## src/logic/supply_seq_pkg.sv

```systemverilog
/*
  Constants, enums and structs for the supply enable sequencer.
  Assumes a 10 MHz core clock and a 32-bit AXI4-Lite register bus.
*/
`default_nettype none
package supply_seq_pkg;
  // Clock and blanking time
  localparam int CLK_PERIOD_NS = 100;
  localparam int BLANK_TIME_US = 150;
  localparam int BLANK_CYCLES =
    (BLANK_TIME_US * 1000 + CLK_PERIOD_NS - 1) / CLK_PERIOD_NS;
  localparam int CNT_W = 11;

  // Register byte offsets
  localparam int ADDR_W = 8;
  localparam logic [ADDR_W-1:0] OFS_CTRL   = 8'h00;
  localparam logic [ADDR_W-1:0] OFS_GATE   = 8'h04;
  localparam logic [ADDR_W-1:0] OFS_BOOST  = 8'h08;
  localparam logic [ADDR_W-1:0] OFS_STATUS = 8'h0C;

  // Field positions
  localparam int CTRL_HOLD_BIT  = 0;
  localparam int CTRL_BOOST_BIT = 1;
  localparam int GATE_SET_LSB   = 0;
  localparam int GATE_UV_LSB    = 4;
  localparam int STAT_STATE_LSB = 0;
  localparam int STAT_ENA_BIT   = 4;
  localparam int STAT_SUP_BIT   = 5;
  localparam int STAT_UV_BIT    = 6;
  localparam int STAT_UVEV_BIT  = 7;

  localparam logic [1:0] RESP_OKAY   = 2'h0;
  localparam logic [1:0] RESP_SLVERR = 2'h2;

  // Pin input order inside the synchroniser vector
  localparam int PIN_ENA1 = 0;
  localparam int PIN_ENA2 = 1;
  localparam int PIN_ENA3 = 2;
  localparam int PIN_CORE = 3;
  localparam int PIN_BATT = 4;
  localparam int PIN_UV   = 5;
  localparam int PIN_N    = 6;

  typedef enum logic [3:0] {
    ST_OFF   = 4'h1,
    ST_POR   = 4'h2,
    ST_BLANK = 4'h4,
    ST_RUN   = 4'h8
  } power_state_e;

  typedef struct packed {
    logic       core_regulator_hold;
    logic       boost_enable;
    logic [3:0] gate_supply_setpoint;
    logic [2:0] gate_supply_uv_threshold;
    logic [6:0] boost_voltage_target;
  } settings_s;

  localparam settings_s SETTINGS_DEFAULT = '{
    core_regulator_hold:      1'b0,
    boost_enable:             1'b0,
    gate_supply_setpoint:     4'h0,
    gate_supply_uv_threshold: 3'h0,
    boost_voltage_target:     7'h00
  };

  typedef struct packed {
    logic              awready;
    logic              wready;
    logic              aw_full;
    logic              w_full;
    logic [ADDR_W-1:0] awaddr;
    logic [31:0]       wdata;
    logic [3:0]        wstrb;
    logic              bvalid;
    logic [1:0]        bresp;
    logic              arready;
    logic              rvalid;
    logic [31:0]       rdata;
    logic [1:0]        rresp;
  } axi_state_s;

  typedef struct packed {
    logic [PIN_N-1:0] sync1;
    logic [PIN_N-1:0] sync2;
    power_state_e     state;
    logic [CNT_W-1:0] blank_cnt;
    settings_s        cfg;
    logic             uv_event;
    logic             uv_lock;
    logic             core_regulator_on;
    logic             in_reset;
    logic             booster_on;
    logic             sdo_out;
    logic             sdo_oe;
    axi_state_s       axi;
  } seq_state_s;
endpackage
`default_nettype wire

```

## src/logic/supply_enable_sequencer.sv

```systemverilog
/*
  Supply enable sequencer: enable pins and a software hold bit move the
  chip between reset and normal mode, supplies are qualified, and the
  gate-drive undervoltage lockout switches the booster off.
  Assumes asynchronous pin inputs, same-clock serial data, AXI4-Lite.
*/
// Implementation choices: the AXI4-Lite register port and the address map.
`timescale 1ns/1ps
`default_nettype none
module supply_enable_sequencer
  import supply_seq_pkg::*;
(
  input  wire logic                internal_rc_clock_aclk_unused_n,
  input  wire logic                aclk,
  input  wire logic                aresetn,
  input  wire logic                enable_input_one,
  input  wire logic                failsafe_or_enable_input_two,
  input  wire logic                enable_input_three,
  input  wire logic                core_supply_ok,
  input  wire logic                battery_supply_ok,
  input  wire logic                gate_drive_supply_low,
  input  wire logic                serial_data_bit,
  input  wire logic [ADDR_W-1:0]   s_axi_awaddr,
  input  wire logic                s_axi_awvalid,
  output logic                     s_axi_awready,
  input  wire logic [31:0]         s_axi_wdata,
  input  wire logic [3:0]          s_axi_wstrb,
  input  wire logic                s_axi_wvalid,
  output logic                     s_axi_wready,
  output logic [1:0]               s_axi_bresp,
  output logic                     s_axi_bvalid,
  input  wire logic                s_axi_bready,
  input  wire logic [ADDR_W-1:0]   s_axi_araddr,
  input  wire logic                s_axi_arvalid,
  output logic                     s_axi_arready,
  output logic [31:0]              s_axi_rdata,
  output logic [1:0]               s_axi_rresp,
  output logic                     s_axi_rvalid,
  input  wire logic                s_axi_rready,
  output logic                     core_regulator_on,
  output logic                     chip_in_reset,
  output logic                     booster_enable,
  output logic [3:0]               gate_supply_setpoint,
  output logic [2:0]               gate_supply_uv_threshold,
  output logic [6:0]               boost_voltage_target,
  output logic                     sdo_out,
  output logic                     sdo_oe
);

  seq_state_s r;
  seq_state_s n;

  logic              any_enable;
  logic              supplies_ok;
  logic              uv_raw;
  logic              stay_off;
  logic              wr_fire;
  logic              wr_hit;
  logic [31:0]       rd_word;
  logic              rd_hit;
  logic [31:0]       status_word;

  always_comb begin
    any_enable  = |r.sync2[PIN_ENA3:PIN_ENA1];
    supplies_ok = r.sync2[PIN_CORE] & r.sync2[PIN_BATT];
    uv_raw      = r.sync2[PIN_UV];
    stay_off    = !any_enable && !r.cfg.core_regulator_hold;
  end

  always_comb begin
    status_word = 32'h0000_0000;
    status_word[STAT_STATE_LSB +: 4] = r.state;
    status_word[STAT_ENA_BIT]  = any_enable;
    status_word[STAT_SUP_BIT]  = supplies_ok;
    status_word[STAT_UV_BIT]   = r.uv_lock;
    status_word[STAT_UVEV_BIT] = r.uv_event;
  end

  // Read decode
  always_comb begin
    rd_word = 32'h0000_0000;
    rd_hit  = 1'b1;
    unique case (s_axi_araddr)
      OFS_CTRL: begin
        rd_word[CTRL_HOLD_BIT]  = r.cfg.core_regulator_hold;
        rd_word[CTRL_BOOST_BIT] = r.cfg.boost_enable;
      end
      OFS_GATE: begin
        rd_word[GATE_SET_LSB +: 4] = r.cfg.gate_supply_setpoint;
        rd_word[GATE_UV_LSB +: 3]  = r.cfg.gate_supply_uv_threshold;
      end
      OFS_BOOST: begin
        rd_word[6:0] = r.cfg.boost_voltage_target;
      end
      OFS_STATUS: begin
        rd_word = status_word;
      end
      default: begin
        rd_hit = 1'b0;
      end
    endcase
  end

  always_comb begin
    wr_hit = (r.axi.awaddr == OFS_CTRL) || (r.axi.awaddr == OFS_GATE) ||
             (r.axi.awaddr == OFS_BOOST) || (r.axi.awaddr == OFS_STATUS);
  end

  always_comb begin
    n = r;
    wr_fire = 1'b0;

    // Pin synchronisers
    n.sync1 = {gate_drive_supply_low, battery_supply_ok, core_supply_ok,
               enable_input_three, failsafe_or_enable_input_two,
               enable_input_one};
    n.sync2 = r.sync1;

    // Write channel capture
    if (s_axi_awvalid && r.axi.awready) begin
      n.axi.aw_full = 1'b1;
      n.axi.awaddr  = s_axi_awaddr;
    end
    if (s_axi_wvalid && r.axi.wready) begin
      n.axi.w_full = 1'b1;
      n.axi.wdata  = s_axi_wdata;
      n.axi.wstrb  = s_axi_wstrb;
    end
    if (s_axi_bvalid && s_axi_bready) begin
      n.axi.bvalid = 1'b0;
    end
    if (r.axi.aw_full && r.axi.w_full && !r.axi.bvalid) begin
      wr_fire       = 1'b1;
      n.axi.aw_full = 1'b0;
      n.axi.w_full  = 1'b0;
      n.axi.bvalid  = 1'b1;
      n.axi.bresp   = wr_hit ? RESP_OKAY : RESP_SLVERR;
    end
    n.axi.awready = !n.axi.aw_full && !n.axi.bvalid;
    n.axi.wready  = !n.axi.w_full && !n.axi.bvalid;

    // Register writes, low byte carries every field
    if (wr_fire && r.axi.wstrb[0]) begin
      unique case (r.axi.awaddr)
        OFS_CTRL: begin
          n.cfg.core_regulator_hold = r.axi.wdata[CTRL_HOLD_BIT];
          n.cfg.boost_enable        = r.axi.wdata[CTRL_BOOST_BIT];
        end
        OFS_GATE: begin
          n.cfg.gate_supply_setpoint =
            r.axi.wdata[GATE_SET_LSB +: 4];
          n.cfg.gate_supply_uv_threshold =
            r.axi.wdata[GATE_UV_LSB +: 3];
        end
        OFS_BOOST: begin
          n.cfg.boost_voltage_target = r.axi.wdata[6:0];
        end
        OFS_STATUS: begin
          if (r.axi.wdata[STAT_UVEV_BIT]) begin
            n.uv_event = 1'b0;
          end
        end
        default: begin
        end
      endcase
    end

    // Read channel
    if (s_axi_rvalid && s_axi_rready) begin
      n.axi.rvalid  = 1'b0;
      n.axi.arready = 1'b1;
    end
    if (s_axi_arvalid && r.axi.arready) begin
      n.axi.arready = 1'b0;
      n.axi.rvalid  = 1'b1;
      n.axi.rdata   = rd_word;
      n.axi.rresp   = rd_hit ? RESP_OKAY : RESP_SLVERR;
    end

    // Power state sequence, all timing on aclk
    unique case (r.state)
      ST_OFF: begin
        if (any_enable) begin
          n.state = ST_POR;
        end
      end
      ST_POR: begin
        if (stay_off) begin
          n.state = ST_OFF;
        end else if (supplies_ok) begin
          n.state     = ST_BLANK;
          n.blank_cnt = '0;
        end
      end
      ST_BLANK: begin
        if (stay_off) begin
          n.state = ST_OFF;
        end else if (!supplies_ok) begin
          n.state = ST_POR;
        end else if (r.blank_cnt == CNT_W'(BLANK_CYCLES - 1)) begin
          n.state = ST_RUN;
        end else begin
          n.blank_cnt = r.blank_cnt + CNT_W'(1);
        end
      end
      ST_RUN: begin
        if (stay_off) begin
          n.state = ST_OFF;
        end else if (!supplies_ok) begin
          n.state = ST_POR;
        end
      end
      default: begin
        n.state = ST_OFF;
      end
    endcase

    n.in_reset = (n.state == ST_OFF) || (n.state == ST_POR);

    // Reset state forces defaults, hold bit included
    if (n.in_reset) begin
      n.cfg = SETTINGS_DEFAULT;
    end

    // Regulator on out of OFF; hold keeps it on with enables low
    n.core_regulator_on = (n.state != ST_OFF);

    // Lockout only after blanking and with nonzero threshold
    n.uv_lock = (r.state == ST_RUN) && uv_raw &&
                (r.cfg.gate_supply_uv_threshold != 3'h0);
    if (n.uv_lock) begin
      n.uv_event = 1'b1;
    end

    n.booster_on = (n.state == ST_RUN) && n.cfg.boost_enable &&
                   !n.uv_lock;

    // Open-drain serial output: drive low or release
    n.sdo_out = 1'b0;
    n.sdo_oe  = !serial_data_bit && !n.in_reset;
  end

  always_ff @(posedge aclk) begin
    if (!aresetn) begin
      r.sync1             <= '0;
      r.sync2             <= '0;
      r.state             <= ST_OFF;
      r.blank_cnt         <= '0;
      r.cfg               <= SETTINGS_DEFAULT;
      r.uv_event          <= 1'b0;
      r.uv_lock           <= 1'b0;
      r.core_regulator_on <= 1'b0;
      r.in_reset          <= 1'b1;
      r.booster_on        <= 1'b0;
      r.sdo_out           <= 1'b0;
      r.sdo_oe            <= 1'b0;
      r.axi.awready       <= 1'b1;
      r.axi.wready        <= 1'b1;
      r.axi.aw_full       <= 1'b0;
      r.axi.w_full        <= 1'b0;
      r.axi.awaddr        <= '0;
      r.axi.wdata         <= 32'h0000_0000;
      r.axi.wstrb         <= 4'h0;
      r.axi.bvalid        <= 1'b0;
      r.axi.bresp         <= RESP_OKAY;
      r.axi.arready       <= 1'b1;
      r.axi.rvalid        <= 1'b0;
      r.axi.rdata         <= 32'h0000_0000;
      r.axi.rresp         <= RESP_OKAY;
    end else begin
      r <= n;
    end
  end

  always_comb begin
    s_axi_awready            = r.axi.awready;
    s_axi_wready             = r.axi.wready;
    s_axi_bvalid             = r.axi.bvalid;
    s_axi_bresp              = r.axi.bresp;
    s_axi_arready            = r.axi.arready;
    s_axi_rvalid             = r.axi.rvalid;
    s_axi_rdata              = r.axi.rdata;
    s_axi_rresp              = r.axi.rresp;
    core_regulator_on        = r.core_regulator_on;
    chip_in_reset            = r.in_reset;
    booster_enable           = r.booster_on;
    gate_supply_setpoint     = r.cfg.gate_supply_setpoint;
    gate_supply_uv_threshold = r.cfg.gate_supply_uv_threshold;
    boost_voltage_target     = r.cfg.boost_voltage_target;
    sdo_out                  = r.sdo_out;
    sdo_oe                   = r.sdo_oe;
  end

endmodule // supply_enable_sequencer
`default_nettype wire

```

## config.mk

```make
export PLATFORM = sky130hd
export DESIGN_NAME = supply_enable_sequencer
export DESIGN_NICKNAME = d
export VERILOG_FILES = /design/src/logic/supply_seq_pkg.sv /design/src/logic/supply_enable_sequencer.sv
export SDC_FILE = /design/constraint.sdc
export NUM_CORES = 1
export LEC_CHECK = 0
export BUFFER_PORTS_ARGS = -buffer_cell sky130_fd_sc_hd__buf_2
export CAP_MARGIN = 5
export CORE_MARGIN = 4
export CORE_UTILIZATION = 30
export DETAILED_ROUTE_END_ITERATION = 7
export SYNTH_ARGS = -nofsm -noshare
export SYNTH_HDL_FRONTEND = slang
export SYNTH_SLANG_ARGS = --single-unit
```

## constraint.sdc

```tcl
create_clock -name aclk -period 1.56 [get_ports aclk]
set_input_delay 0.156 -clock aclk [delete_from_list [all_inputs] [get_ports aclk]]
set_output_delay 0.156 -clock aclk [all_outputs]
set_load 0.05 [all_outputs]
```

==> results.json <==
{
  "synth_compound_area_frac": 0.117,
  "muxShareOfSynthArea": 0.0680,
  "cap_violations": 0,
  "drt-initial-drc-count": 159,
  "globalRoute.totalOverflow": 0,
  "synth_top_family_by_area": "simple AND/OR/NAND/NOR gates",
  "hp-class": "in2reg",
  "routed_wl_um": 9180,
  "cp-startpoint": "r[123]",
  "violations": "setup timing",
  "yosys_register_bits": 83,
  "synth_edf_count": 0,
  "period_needed_ps": 1620,
  "wl_per_cell_um": 13.7,
  "ant_nets": 0,
  "layout-drive-gt1-share": 0.360,
  "synth_adder_area_share": 0.00335,
  "track_usage": 0.126,
  "clkLatencyLatePin_ps": 340,
  "clk_path_buf_depth": 2,
  "min-delay-start": "enable_input_three",
  "synth-simple-area-share": 0.226,
  "cts_tree": "built",
  "r2r_start": "r[123]",
  "htreeDepth": 3,
  "cts_buffers": 9,
  "core.rowCount": 40,
  "ys.warnings.count": 0,
  "p_comb_frac": 0.122,
  "design_area_sq_um": 4850,
  "synth_cells": 415,
  "max_freq_mhz": 616,
  "crit_required_ps": 1830,
  "crit_path_end_kind": "flop",
  "internal_power_uw": 3460,
  "finalSetupTns_ps": -240,
  "netlist_area_sq_um": 3730,
  "netlist-cell-type-count": 51,
  "clock_skew_ps": 7.10,
  "syn_to_final_growth_pct": 29.9,
  "via_per_inst": 4.60,
  "p_switching_uw": 1350,
  "place_hpwl_um": 6820,
  "firstDrtPassIters": 4,
  "diodes": 0,
  "crit_type": "reg2reg",
  "peakVddDrop_uv": 615,
  "p_clk_frac": 0.411,
  "synth_area_per_cell_sq_um": 9.00,
  "yosys-top-cells-area": "dfxtp_1 (45%), buf_4 (11%), a21oi_1 (4.8%)",
  "cp.arrival_ps": 1900,
  "netSwitchingFraction": 0.281,
  "die_h_um": 120,
  "rsz0062_at_grt": "true",
  "finalHoldViolCount": 0,
  "placed_area_sq_um": 4190,
  "p_leak_uw": 0.00204,
  "port-buffer-count": 71,
  "die_w_um": 120,
  "finalWorstSetupSlack_ps": -64.6,
  "seq_area_frac_synth": 0.445,
  "grt_pass1_vias": 2987,
  "status": "complete, but fails checks",
  "clock_sinks": 83,
  "synthXorXnorAreaFrac": 0.00704,
  "num_io_pins": 127,
  "grt_pass1_wl_um": 14500,
  "async_flop_share": 0,
  "vias": 3072,
  "start_util": 0.308,
  "routabilityCongestion": 0.830,
  "period_share": 1.04,
  "power_density_nw_per_um2": 992,
  "start_kind": "flop",
  "grt_antenna_before_repair": 0,
  "grt_max_degree": 30,
  "nets": 564,
  "yosysTopAreaCellShare": 0.445,
  "yosys.area.top_type": "dfxtp_1",
  "cts_root_buffer": "clkbuf_16",
  "clk_pin_slew_worst_paths_ps": 60,
  "worstPathMaxFanout": 5,
  "total_power_uw": 4810,
  "dieArea_sq_um": 14300,
  "pwr-share-seq": 0.467,
  "core-area_sq_um": 12100,
  "drc": 0,
  "synth_flop_cell": "dfxtp_1",
  "slew_violations": 0,
  "place_ws_ps": -109,
  "finalSetupViolCount": 12
}
==> cell usage after synthesis, types with 3 or more instances <==
master	instances
dfxtp_1	83
buf_4	53
nand2_1	48
a21oi_1	36
nor2_1	32
and2_1	19
mux2i_1	16
o21ai_0	13
nand3_1	10
o31ai_1	8
or4_1	7
and3_1	6
clkbuf_1	6
nand4_1	6
a22oi_1	5
inv_1	5
or3_1	5
and3b_1	4
buf_1	4
mux2_2	4
nor2b_1	4
buf_6	3
nor3_1	3
nor3b_1	3
==> what timing repair did <==
action,4_1_cts,5_1_grt
gates cloned,0,1
endpoints found under the setup margin,26,30
hold buffers,1,0
setup buffers,5,2
pin swaps,7,22
resized for setup,15,55
hold endpoints to repair,1,0
==> layer usage <==
layer	global-route usage	vias up	part of all wire
met1	0.147	1430	0.43
li1	-	1528	-
met4	0.0480	0	0.021
met2	0.214	95	0.48
met5	0	-	0
met3	0.0438	19	0.066
==> registers in the layout, indices dropped and copies added, names as in the netlist, 3 cells and up <==
signal,flops
s_axi_rdata,8
n,6
gate_supply_uv_threshold,3
gate_supply_setpoint,4
boost_voltage_target,7
r,44
==> final timing paths <==
check                               to  slack [ps]  depth (start not counted)
worst max-delay path            r[115]         -60                          5
worst min-delay path            n[127]          30                          2
worst max register to register  r[115]         -60                          5
worst min register to register  r[128]         430                          1
==> logic make-up after synthesis <==
kind of cell	after synthesis
compound gates	73
buf+inv	72
xor+xnor	3
simple gates	160
mux	22
flops	83
fa+ha+maj	1
other cells	1
==> placed cells by master, fill, tap and decap left out, types with 10 or more instances in the layout <==
cell type and instances:
clkbuf_16 10, nand2_1 47, dfxtp_1 76, a21oi_1 35, o21ai_0 12, conb_1 27, nor2_1 18, buf_2 71
and2_1 19, buf_4 30, nor2_4 12
==> stage by stage <==
step                      hold slack [ps]  std cells  utilization
after detailed placement              319        644        0.346
after global routing                 32.4        668        0.400
final                                33.9        668        0.400
after floorplan                       228        441            -
after global placement                312        644        0.346
after CTS                            26.1        665        0.377
==> cell type report <==
class,count,area (sq um)
clock buffers,9,225
clock inverters,6,50.0
fillers,1208,7260
inverters,5,18.8
multi-input cells,286,1940
flip-flops and latches,83,1670
well taps,168,210
repair buffers,111,732
==> power groups by stage <==
stage	combinational [uW]	sequential [uW]	clock [uW]
6_report	588	2250	1970
5_1_grt	639	2260	2120
4_1_cts	574	2240	2020
3_5_place_dp	560	2290	0
3_3_place_gp	553	2280	0
2_1_floorplan	402	2330	0
==> worst max-delay path: stages (launching register included) <==
cell	delay, ps
dfxtp_2	330
buf_6	130
or2_4	210
o2111a_2	280
or4_1	470
a21oi_1	130
Power figures use the tool's default switching activity.
